[src/hw/isl_pkg.sv]
// constants for the input stage load and write-check block
package isl_pkg;
   localparam int CLK_NS = 50;
   localparam int STROBE_DELAY_NS = 100;
   localparam int STROBE_END_NS = 150;
   localparam int RELEASE_END_NS = 200;
   localparam int DRIVE_PULSE_NS = 50;
   localparam int STROBE_DELAY_CYC = (STROBE_DELAY_NS + CLK_NS - 1) / CLK_NS;
   localparam int STROBE_END_CYC = (STROBE_END_NS + CLK_NS - 1) / CLK_NS;
   localparam int RELEASE_END_CYC = (RELEASE_END_NS + CLK_NS - 1) / CLK_NS;
   localparam int DRIVE_PULSE_CYC = DRIVE_PULSE_NS / CLK_NS;
   localparam int DATA_W = 16;
   // register byte addresses
   localparam logic [3:0] ADDR_CTRL = 4'h0;
   localparam logic [3:0] ADDR_STAT = 4'h4;
   localparam logic [3:0] ADDR_IRQ = 4'h8;
   localparam logic [3:0] ADDR_MASK = 4'hc;
   // control bits
   localparam int CTRL_WRITE = 0;
   localparam int CTRL_READ = 1;
   localparam int CTRL_WCHK = 2;
   localparam int CTRL_INIT = 3;
   localparam int CTRL_ERRCLR = 4;
   // status bits
   localparam int STAT_FULL = 0;
   localparam int STAT_BUSY = 1;
   localparam int STAT_PTR = 2;
   localparam int STAT_DLT = 3;
   localparam int STAT_WCE_EVEN = 4;
   localparam int STAT_WCE_ODD = 5;
   localparam int STAT_WCE_SUM = 14;
   // interrupt bits
   localparam int IRQ_LOAD = 0;
   localparam int IRQ_DLT = 1;
   localparam int IRQ_WCE = 2;
   localparam int IRQ_W = 3;
   localparam logic [2:0] CTRL_RESET = 3'h0;
   localparam logic [IRQ_W-1:0] MASK_RESET = 3'h0;
   typedef enum logic [1:0] {ISL_IDLE, ISL_WAIT, ISL_STROBE, ISL_RELEASE} isl_seq_t;
endpackage

[src/hw/isl_input_stage.sv]
// input stage load, pointer advance and write-check compare
`timescale 1ns/1ps
module isl_input_stage
   import isl_pkg::*;
#(
   parameter int W = DATA_W
) (
   input wire logic CLK_SYS_IN,
   input wire logic RST_IN,
   input wire logic [3:0] WB_ADR_IN,
   input wire logic [31:0] WB_DAT_IN,
   output logic [31:0] WB_DAT_OUT,
   input wire logic [3:0] WB_SEL_IN,
   input wire logic WB_WE_IN,
   input wire logic WB_CYC_IN,
   input wire logic WB_STB_IN,
   output logic WB_ACK_OUT,
   input wire logic DRIVE_SYNC_CLK_IN,
   input wire logic [W-1:0] DRIVE_DATA_IN,
   input wire logic [W-1:0] SELECT_MUX_EVEN_IN,
   input wire logic [W-1:0] SELECT_MUX_ODD_IN,
   input wire logic EVEN_HALF_FULL_IN,
   input wire logic ODD_HALF_FULL_IN,
   input wire logic [W-1:0] OUTPUT_STAGE_HOLD_IN,
   input wire logic OUTPUT_STAGE_FULL_IN,
   input wire logic INPUT_STAGE_CLEAR_IN,
   output logic [W-1:0] INPUT_STAGE_OUT,
   output logic INPUT_STAGE_LOAD_OUT,
   output logic EVEN_HALF_RELEASE_OUT,
   output logic ODD_HALF_RELEASE_OUT,
   output logic POINTER_ADVANCE_OUT,
   output logic MIXER_POINTER_OUT,
   output logic IRQ_OUT
);
   // ------------------------------------------------------------
   // register bus
   // ------------------------------------------------------------
   logic [2:0] ctrl_reg;
   logic [IRQ_W-1:0] mask_reg, irq_reg, irq_set;
   logic ack_reg;
   logic [W-1:0] stage_reg;
   logic full_reg, ptr_reg, dlt_reg, wce_odd_reg, wce_even_reg;
   logic init_pulse, errclr_pulse;
   wire bus_req = WB_CYC_IN && WB_STB_IN && !ack_reg;
   wire bus_wr = bus_req && WB_WE_IN && WB_SEL_IN[0];
   wire wr_ctrl = bus_wr && (WB_ADR_IN == ADDR_CTRL);
   wire wr_irq = bus_wr && (WB_ADR_IN == ADDR_IRQ);
   wire wr_mask = bus_wr && (WB_ADR_IN == ADDR_MASK);
   assign init_pulse = wr_ctrl && WB_DAT_IN[CTRL_INIT];
   assign errclr_pulse = wr_ctrl && WB_DAT_IN[CTRL_ERRCLR];
   wire mode_write = ctrl_reg[CTRL_WRITE];
   wire mode_read = ctrl_reg[CTRL_READ];
   wire mode_wchk = ctrl_reg[CTRL_WCHK];
   wire mode_ready = !(mode_write || mode_read || mode_wchk);
   wire wce_sum = wce_odd_reg || wce_even_reg;
   wire busy;
   logic [31:0] stat_word;
   always_comb begin
      stat_word = 32'h0;
      stat_word[STAT_FULL] = full_reg;
      stat_word[STAT_BUSY] = busy;
      stat_word[STAT_PTR] = ptr_reg;
      stat_word[STAT_DLT] = dlt_reg;
      stat_word[STAT_WCE_EVEN] = wce_even_reg;
      stat_word[STAT_WCE_ODD] = wce_odd_reg;
      stat_word[STAT_WCE_SUM] = wce_sum;
   end
   wire [31:0] rd_word = (WB_ADR_IN == ADDR_CTRL) ? {29'h0, ctrl_reg} :
                         (WB_ADR_IN == ADDR_STAT) ? stat_word :
                         (WB_ADR_IN == ADDR_IRQ) ? {29'h0, irq_reg} :
                         (WB_ADR_IN == ADDR_MASK) ? {29'h0, mask_reg} : 32'h0;
   always_ff @(posedge CLK_SYS_IN) begin
      if (RST_IN) begin
         ack_reg <= 1'b0;
         WB_DAT_OUT <= 32'h0;
         ctrl_reg <= CTRL_RESET;
         mask_reg <= MASK_RESET;
      end else begin
         ack_reg <= bus_req;
         if (bus_req) begin
            WB_DAT_OUT <= rd_word;
         end
         if (wr_ctrl) begin
            ctrl_reg <= WB_DAT_IN[2:0];
         end
         if (wr_mask) begin
            mask_reg <= WB_DAT_IN[IRQ_W-1:0];
         end
      end
   end
   assign WB_ACK_OUT = ack_reg;
   // ------------------------------------------------------------
   // drive sync clock edge detect
   // ------------------------------------------------------------
   logic sync_meta_reg, sync_reg, sync_last_reg;
   always_ff @(posedge CLK_SYS_IN) begin
      if (RST_IN) begin
         sync_meta_reg <= 1'b0;
         sync_reg <= 1'b0;
         sync_last_reg <= 1'b0;
      end else begin
         sync_meta_reg <= DRIVE_SYNC_CLK_IN;
         sync_reg <= sync_meta_reg;
         sync_last_reg <= sync_reg;
      end
   end
   // drive data crosses too; the strobe trails sync fall by two edges,
   // so two flops here still catch the word while the drive holds it
   logic [W-1:0] data_meta_reg, data_sync_reg;
   always_ff @(posedge CLK_SYS_IN) begin
      if (RST_IN) begin
         data_meta_reg <= '0;
         data_sync_reg <= '0;
      end else begin
         data_meta_reg <= DRIVE_DATA_IN;
         data_sync_reg <= data_meta_reg;
      end
   end
   // one-cycle strobe on sync trailing edge
   wire drive_word_strobe = sync_last_reg && !sync_reg;
   // ------------------------------------------------------------
   // mixer word sequence
   // ------------------------------------------------------------
   isl_seq_t seq_reg;
   logic [2:0] tick_reg;
   wire [W-1:0] select_mux_out = ptr_reg ? SELECT_MUX_ODD_IN : SELECT_MUX_EVEN_IN;
   wire half_full = ptr_reg ? ODD_HALF_FULL_IN : EVEN_HALF_FULL_IN;
   wire start_load = half_full && (mode_write || mode_ready) && !full_reg;
   wire start_chk = half_full && OUTPUT_STAGE_FULL_IN && mode_wchk;
   // read or mismatch blocks the sequence
   wire seq_inhibit = mode_read || wce_sum;
   wire seq_start = (seq_reg == ISL_IDLE) && (start_load || start_chk) && !seq_inhibit;
   // strobe window between the two taps
   wire mixer_word_strobe = (seq_reg == ISL_STROBE);
   wire pointer_advance_pulse = (seq_reg == ISL_RELEASE);
   always_ff @(posedge CLK_SYS_IN) begin
      if (RST_IN) begin
         seq_reg <= ISL_IDLE;
         tick_reg <= 3'h0;
      end else begin
         tick_reg <= tick_reg + 3'h1;
         case (seq_reg)
            ISL_IDLE: begin
               tick_reg <= 3'h1;
               if (seq_start) begin
                  seq_reg <= ISL_WAIT;
               end
            end
            ISL_WAIT: begin
               if (tick_reg == 3'(STROBE_DELAY_CYC)) begin
                  seq_reg <= ISL_STROBE;
               end
            end
            ISL_STROBE: begin
               if (tick_reg == 3'(STROBE_END_CYC)) begin
                  seq_reg <= ISL_RELEASE;
               end
            end
            ISL_RELEASE: begin
               if (tick_reg == 3'(RELEASE_END_CYC)) begin
                  seq_reg <= ISL_IDLE;
               end
            end
            default: seq_reg <= ISL_IDLE;
         endcase
      end
   end
   assign EVEN_HALF_RELEASE_OUT = pointer_advance_pulse && !ptr_reg;
   assign ODD_HALF_RELEASE_OUT = pointer_advance_pulse && ptr_reg;
   assign POINTER_ADVANCE_OUT = pointer_advance_pulse;
   // ------------------------------------------------------------
   // input stage and flags
   // ------------------------------------------------------------
   // load source by mode
   wire mixer_load = mixer_word_strobe && (mode_write || mode_ready);
   wire drive_load = drive_word_strobe && (mode_read || mode_wchk);
   wire input_stage_load = mixer_load || drive_load;
   // busy covers the clear in progress
   assign busy = (mode_read || mode_wchk) && (full_reg || INPUT_STAGE_CLEAR_IN);
   // any differing bit drives the low line
   wire check_mismatch_n = ~|(select_mux_out ^ OUTPUT_STAGE_HOLD_IN);
   wire chk_strobe = mixer_word_strobe && mode_wchk;
   wire adv_end = pointer_advance_pulse && (tick_reg == 3'(RELEASE_END_CYC));
   wire err_clear = errclr_pulse || init_pulse;
   always_ff @(posedge CLK_SYS_IN) begin
      if (RST_IN) begin
         stage_reg <= '0;
         full_reg <= 1'b0;
         ptr_reg <= 1'b0;
         dlt_reg <= 1'b0;
         wce_odd_reg <= 1'b0;
         wce_even_reg <= 1'b0;
      end else begin
         if (input_stage_load) begin
            stage_reg <= drive_load ? data_sync_reg : select_mux_out;
         end
         if (input_stage_load) begin
            full_reg <= 1'b1;
         end else if (INPUT_STAGE_CLEAR_IN || init_pulse) begin
            full_reg <= 1'b0;
         end
         // toggle as the advance pulse ends
         if (init_pulse) begin
            ptr_reg <= 1'b0;
         end else if (adv_end) begin
            ptr_reg <= !ptr_reg;
         end
         if (drive_word_strobe && busy) begin
            dlt_reg <= 1'b1;
         end else if (err_clear) begin
            dlt_reg <= 1'b0;
         end
         if (chk_strobe && !check_mismatch_n && ptr_reg) begin
            wce_odd_reg <= 1'b1;
         end else if (err_clear) begin
            wce_odd_reg <= 1'b0;
         end
         if (chk_strobe && !check_mismatch_n && !ptr_reg) begin
            wce_even_reg <= 1'b1;
         end else if (err_clear) begin
            wce_even_reg <= 1'b0;
         end
      end
   end
   assign INPUT_STAGE_OUT = stage_reg;
   assign INPUT_STAGE_LOAD_OUT = input_stage_load;
   assign MIXER_POINTER_OUT = ptr_reg;
   // ------------------------------------------------------------
   // interrupts
   // ------------------------------------------------------------
   assign irq_set = {wce_sum, drive_word_strobe && busy, input_stage_load};
   always_ff @(posedge CLK_SYS_IN) begin
      if (RST_IN) begin
         irq_reg <= '0;
      end else begin
         irq_reg <= irq_set | (irq_reg & ~(wr_irq ? WB_DAT_IN[IRQ_W-1:0] : 3'h0));
      end
   end
   assign IRQ_OUT = |(irq_reg & mask_reg);
endmodule

[config.mk]
export PLATFORM = sky130hd
export DESIGN_NAME = isl_input_stage
export DESIGN_NICKNAME = d
export VERILOG_FILES = /design/src/hw/isl_pkg.sv /design/src/hw/isl_input_stage.sv
export SDC_FILE = /design/constraint.sdc
export NUM_CORES = 1
export LEC_CHECK = 0
export BUFFER_PORTS_ARGS = -buffer_cell sky130_fd_sc_hd__buf_2
export CORE_UTILIZATION = 40
export DETAILED_ROUTE_END_ITERATION = 10
export PLACE_DENSITY = 0.71
export SYNTH_ARGS = -nofsm -noshare
export SYNTH_HDL_FRONTEND = slang
export SYNTH_SLANG_ARGS = --single-unit
[constraint.sdc]
create_clock -name CLK_SYS_IN -period 2.05 [get_ports CLK_SYS_IN]
set_input_delay 0.41 -clock CLK_SYS_IN [delete_from_list [all_inputs] [get_ports CLK_SYS_IN]]
set_output_delay 0.41 -clock CLK_SYS_IN [all_outputs]
set_load 0.01 [all_outputs]
==> results of run 1 <==
## cell type report
class | instances | area (µm²)
fillers | 763 | 4060
repair buffers | 123 | 666
clock inverters | 6 | 71.3
clock buffers | 10 | 128
multi-input cells | 265 | 1730
well taps | 105 | 131
inverters | 9 | 33.8
flip-flops and latches | 78 | 1560
## through the flow
step | power [W] | area, µm² | utilization [%] | std cells | hold slack, ps
6_report | 0.00392 | 4320 | 51.6 | 596 | 265
5_1_grt | 0.00416 | 4320 | 51.6 | 596 | 252
4_1_cts | 0.00396 | 4320 | 51.6 | 596 | 251
3_5_place_dp | 0.00281 | 4120 | 49.2 | 580 | 422
3_3_place_gp | 0.00278 | 4120 | 49.2 | 580 | 418
2_1_floorplan | 0.00249 | 3620 | - | 396 | 414
## per-layer routing
metal / wire length, µm / up-vias / global-route usage, %
met5: 0 / - / 0
met4: 203 / 0 / 7.59
met3: 286 / 19 / 4.03
met2: 3730 / 94 / 27.9
met1: 3470 / 1297 / 21.9
li1: - / 1451 / -
## path summary, 6_finish.rpt
| path | to | start | depth (start not counted) |
|---|---|---|---|
| worst max register to register | wce_odd_reg | MIXER_POINTER_OUT | 6 |
| worst max-delay path | INPUT_STAGE_LOAD_OUT | seq_reg[0] | 5 |
| worst min register to register | INPUT_STAGE_OUT[0] | data_sync_reg[0] | 2 |
| worst min-delay path | data_meta_reg[10] | DRIVE_DATA_IN[10] | 2 |
## critical path: stages (launching register included)
cell     delay, ps
dfxtp_1        390
inv_1           80
ha_1           250
o21ai_0        170
nand2_1        100
buf_2          160
## power by group
group          switching [W]  internal (W)
clock network       0.000580      0.000571
logic               0.000511      0.000452
registers           0.000105       0.00170
## cell usage after synthesis (2+ instances only)
library cell,instances,share of area (%)
o2bb2ai_1,2,0.50
xor2_1,17,4.2
o21ai_0,6,0.85
inv_1,9,0.96
nand2_1,39,4.2
a22oi_1,5,1.1
clkbuf_1,8,0.85
dfxtp_1,78,44
mux2i_1,24,6.8
ha_1,8,2.8
and2_1,2,0.35
buf_1,3,0.32
nand3b_1,2,0.43
buf_4,25,5.3
buf_2,6,0.85
nor2_1,18,1.9
o211ai_1,17,3.6
nand3_1,3,0.43
mux4_2,2,1.3
a31oi_1,2,0.35
a21oi_1,25,3.5
nor3_1,6,0.85
nand4_1,4,0.71
nor2b_1,38,6.7
## logic make-up after synthesis
family / count (synthesis)
buf+inv: 53
other cells: 1
compound gates: 66
simple gates: 122
flops: 78
mux: 27
fa+ha+maj: 8
xor+xnor: 17
## repair_timing
action / in CTS / in global routing
resized for setup: 0 / 1
setup endpoints to repair: 0 / 1
endpoints found under the hold margin: 0 / 0
==> metrics.yaml, run 1 <==
cts_max_level: 3
slew_viol_final: 0
avgViaCountPerCell: 4.80
clock_latency_ps: 350
muxShareOfSynthArea_pct: 8.41
netlist_area_um2: 3530
synth_fa_ha_area_share_pct: 2.84
place_ws_ps: 153
vias: 2861
outcome: "completed"
synthesis.instances: 372
clkSinkCount: 78
grt_start_max_net_pins: 41
hold_class: "in -> reg"
yosys.area_share.simple_pct: 18.8
hold_violations: 0
period_share_pct: 92.5
ys_seq_area_share_pct: 44.3
start_util_pct: 42.1
end_kind: "primary output"
synth-edff-count: 0
n_antenna_cell: 0
finClkSkew_ps: 14.3
avgRoutedWirePerCell_um: 12.9
io_pins: 169
most-common-layout-cells: "113 x buf_2, 77 x dfxtp_1, 39 x nand2_1, 38 x nor2b_1"
drtIter0Drc: 110
cp-start-kind: "flip-flop"
nets: 608
final_common_cell: "buf_2"
layout-drive-gt1-share_pct: 30.3
die_y_um: 95.9
path_class: "reg -> out"
syn-mean-instance-area_um2: 9.48
place_congestion: 0.845
cp.required_ps: 1640
cts_hold_buffers: 0
synth_top_family_by_area: "simple AND/OR/NAND/NOR gates"
yosys_warnings: 0
dr.pass1.iters: 4
postCtsSetupBuffers: 0
clk_pin_slew_ps: 90
drt-total-wl_um: 7690
maxCapViolCount: 0
root_buffer: "clkbuf_8"
grt_pass1_vias: 2592
pwr_density_cell_nw_per_um2: 906
synthArstFlopShare_pct: 0
synth_cell_type_count: 47
synth-xor-area-share_pct: 4.22
peakVddDrop_v: 0.000514
grt_pass1_wl_um: 12000
max_freq_mhz: 527
ant_nets: 0
tns_ps: 0
grt_overflow_total: 0
rsz0062_at_grt: "false"
p_leak_nw: 1.90
die_w_um: 95.9
clockBufferDepth: 2
rows: 33
drcViolationCount: 0
cts_tree: "done"
io_buffers: 113
setup_violations: 0
synth-compound-area-share_pct: 12.1
crit_fanout: 5
dp_hpwl_um: 5890
timing.final.ws_setup_ps: 153
antenna_found_initial: 0
fp.dieArea_um2: 9190
grt.total_usage_pct: 17.2
arrival_ps: 1490
r2r_slack_ps: 230
yosys_register_bits: 78
core_area_um2: 8380
area_delta_synth_final_pct: 22.6
cts_buffers: 9
synth_ff_type: "dfxtp_1"
final.min_clock_period_ps: 1900
No activity file was read; power rests on OpenSTA's default activity.
==> run 2: changes to the inputs <==
--- a/config.mk
+++ b/config.mk
@@ -6,9 +6,11 @@
 export NUM_CORES = 1
 export LEC_CHECK = 0
 export BUFFER_PORTS_ARGS = -buffer_cell sky130_fd_sc_hd__buf_2
+export CORE_ASPECT_RATIO = 1.4
 export CORE_UTILIZATION = 40
 export DETAILED_ROUTE_END_ITERATION = 10
 export PLACE_DENSITY = 0.71
 export SYNTH_ARGS = -nofsm -noshare
 export SYNTH_HDL_FRONTEND = slang
 export SYNTH_SLANG_ARGS = --single-unit
+export TNS_END_PERCENT = 5
==> run 2 against run 1 <==
Against the previous run:
- critical endpoint unchanged
- worst setup slack worse by 79 ps
- fmax is 4.0% lower
- utilization is 0.26 points lower
- via count shrank 0.10%
- count of clock-buffer cells in the layout down 1
- total power grew 8.1%
==> metrics.yaml, run 2 (synthesis gave the netlist of run 1 again) <==
outcome: "completed"
setup_violations: 0
finClkSkew_ps: 3.74
tns_ps: 0
crit_fanout: 8
timing.final.ws_setup_ps: 73.7
sw_frac_of_total_pct: 29.5
p_leak_nw: 1.94
clk_pin_slew_ps: 60
rows: 40
path_class: "reg -> out"
core_area_um2: 8560
comb_power_share_pct: 23.0
end_kind: "primary output"
layout-drive-gt1-share_pct: 30.1
pwr_density_cell_nw_per_um2: 964
avgViaCountPerCell: 4.81
grt.total_usage_pct: 17.3
dp_hpwl_um: 5930
p_sw_w: 0.00125
drcViolationCount: 0
place_congestion: 0.850
p_clk_share_pct: 34.5
antenna_found_initial: 0
final_common_cell: "buf_2"
nets: 606
cts_hold_buffers: 0
start_util_pct: 41.2
arrival_ps: 1570
max_freq_mhz: 506
dr.pass1.iters: 4
cts_buffers: 9
die_w_um: 81.4
cp.required_ps: 1640
root_buffer: "clkbuf_16"
worstMarginPinSlew_ps: 524
clockBufferDepth: 2
area_delta_synth_final_pct: 24.6
peakVddDrop_v: 0.000463
cts_tree: "done"
grt_start_max_net_pins: 43
vias: 2858
drtIter0Drc: 115
hold_class: "in -> reg"
most-common-layout-cells: "113 x buf_2, 78 x dfxtp_1, 39 x nand2_1, 38 x nor2b_1"
maxCapViolCount: 0
seqPwrFrac_pct: 42.5
clock_latency_ps: 330
final_util_pct: 51.3
final.min_clock_period_ps: 1980
io_pins: 169
grt_pass1_vias: 2730
place_ws_ps: 129
fp.dieArea_um2: 9200
period_share_pct: 96.4
cts_max_level: 3
drt-total-wl_um: 7630
die_y_um: 113
grt_overflow_total: 0
slew_headroom_pct: 64.8
cp-start-kind: "flip-flop"
slew_viol_final: 0
hold_violations: 0
grt_pass1_wl_um: 12000
n_antenna_cell: 0
clkSinkCount: 78
ant_nets: 0
io_buffers: 113
rsz0062_at_grt: "false"
fill_cells: 808
avgRoutedWirePerCell_um: 12.8
p_int_w: 0.00298
run 2: changes by cell type in the layout (fill, tap and decap cells not counted):
cell / delta
inv_8: +1
dfxtp_2: -1
bufinv_16: -1
clkinv_2: +1
o21ai_0: -1
buf_4: -2
clkbuf_1: -1
o21ai_1: +1
clkbuf_16: +9
clkbuf_8: -9
clkinvlp_4: -1
dfxtp_1: +1
clkinv_4: +1
run 2: worst paths after layout:
check / cells past startpoint / start / end / slack, ps
min reg2reg: 2 / data_sync_reg[10] / INPUT_STAGE_OUT[10] / 430
max reg2reg: 6 / MIXER_POINTER_OUT / wce_even_reg / 150
max: 4 / ctrl_reg[2] / INPUT_STAGE_LOAD_OUT / 70
min: 2 / DRIVE_DATA_IN[2] / data_meta_reg[2] / 290
run 2: critical path, cell delays in order, from the launching register on:
cell     delay, ps
dfxtp_1        490
nor2_1         140
or3b_1         390
nand2_1         90
buf_2          130
run 2: cell type report:
cell class / instances / area [µm²] / area share [%]
flip-flops and latches: 78 / 1560 / 35.6
clock inverters: 7 / 58.8 / 1.34
multi-input cells: 265 / 1730 / 39.4
repair buffers: 121 / 651 / 14.8
clock buffers: 9 / 225 / 5.13
inverters: 9 / 33.8 / 0.769
well taps: 105 / 131 / 2.99
run 2: per-layer routing:
metal / part of all wire [%] / track usage, % / vias up
li1: - / - / 1442
met1: 39 / 18.6 / 1272
met2: 49 / 28.7 / 121
met3: 8.0 / 5.40 / 23
met4: 4.1 / 11.1 / 0
met5: 0 / 0 / -
run 2: power by group through the flow:
| stage | Clock (W) | Combinational, W | Sequential, W |
|---|---|---|---|
| finish | 0.00146 | 0.000973 | 0.00180 |
| global route | 0.00158 | 0.00109 | 0.00182 |
| CTS | 0.00150 | 0.000982 | 0.00180 |
| detailed placement | 0 | 0.000979 | 0.00183 |
| global placement | 0 | 0.000957 | 0.00182 |
| floorplan | 0 | 0.000617 | 0.00187 |
run 2: repair_timing:
| action | in CTS | in global routing |
|---|---|---|
| setup buffers | 0 | 0 |
| gates resized for setup | 0 | 1 |
| endpoints found under the setup margin | 0 | 1 |
run 2: per-stage QoR:
| step | cells | total power (W) | hold WS (ps) | area (µm²) |
|---|---|---|---|---|
| 3_5_place_dp | 578 | 0.00281 | 422 | 4110 |
| 5_1_grt | 594 | 0.00449 | 290 | 4390 |
| 6_report | 594 | 0.00423 | 287 | 4390 |
| 2_1_floorplan | 396 | 0.00249 | 414 | 3620 |
| 4_1_cts | 594 | 0.00428 | 278 | 4390 |
| 3_3_place_gp | 578 | 0.00278 | 417 | 4110 |
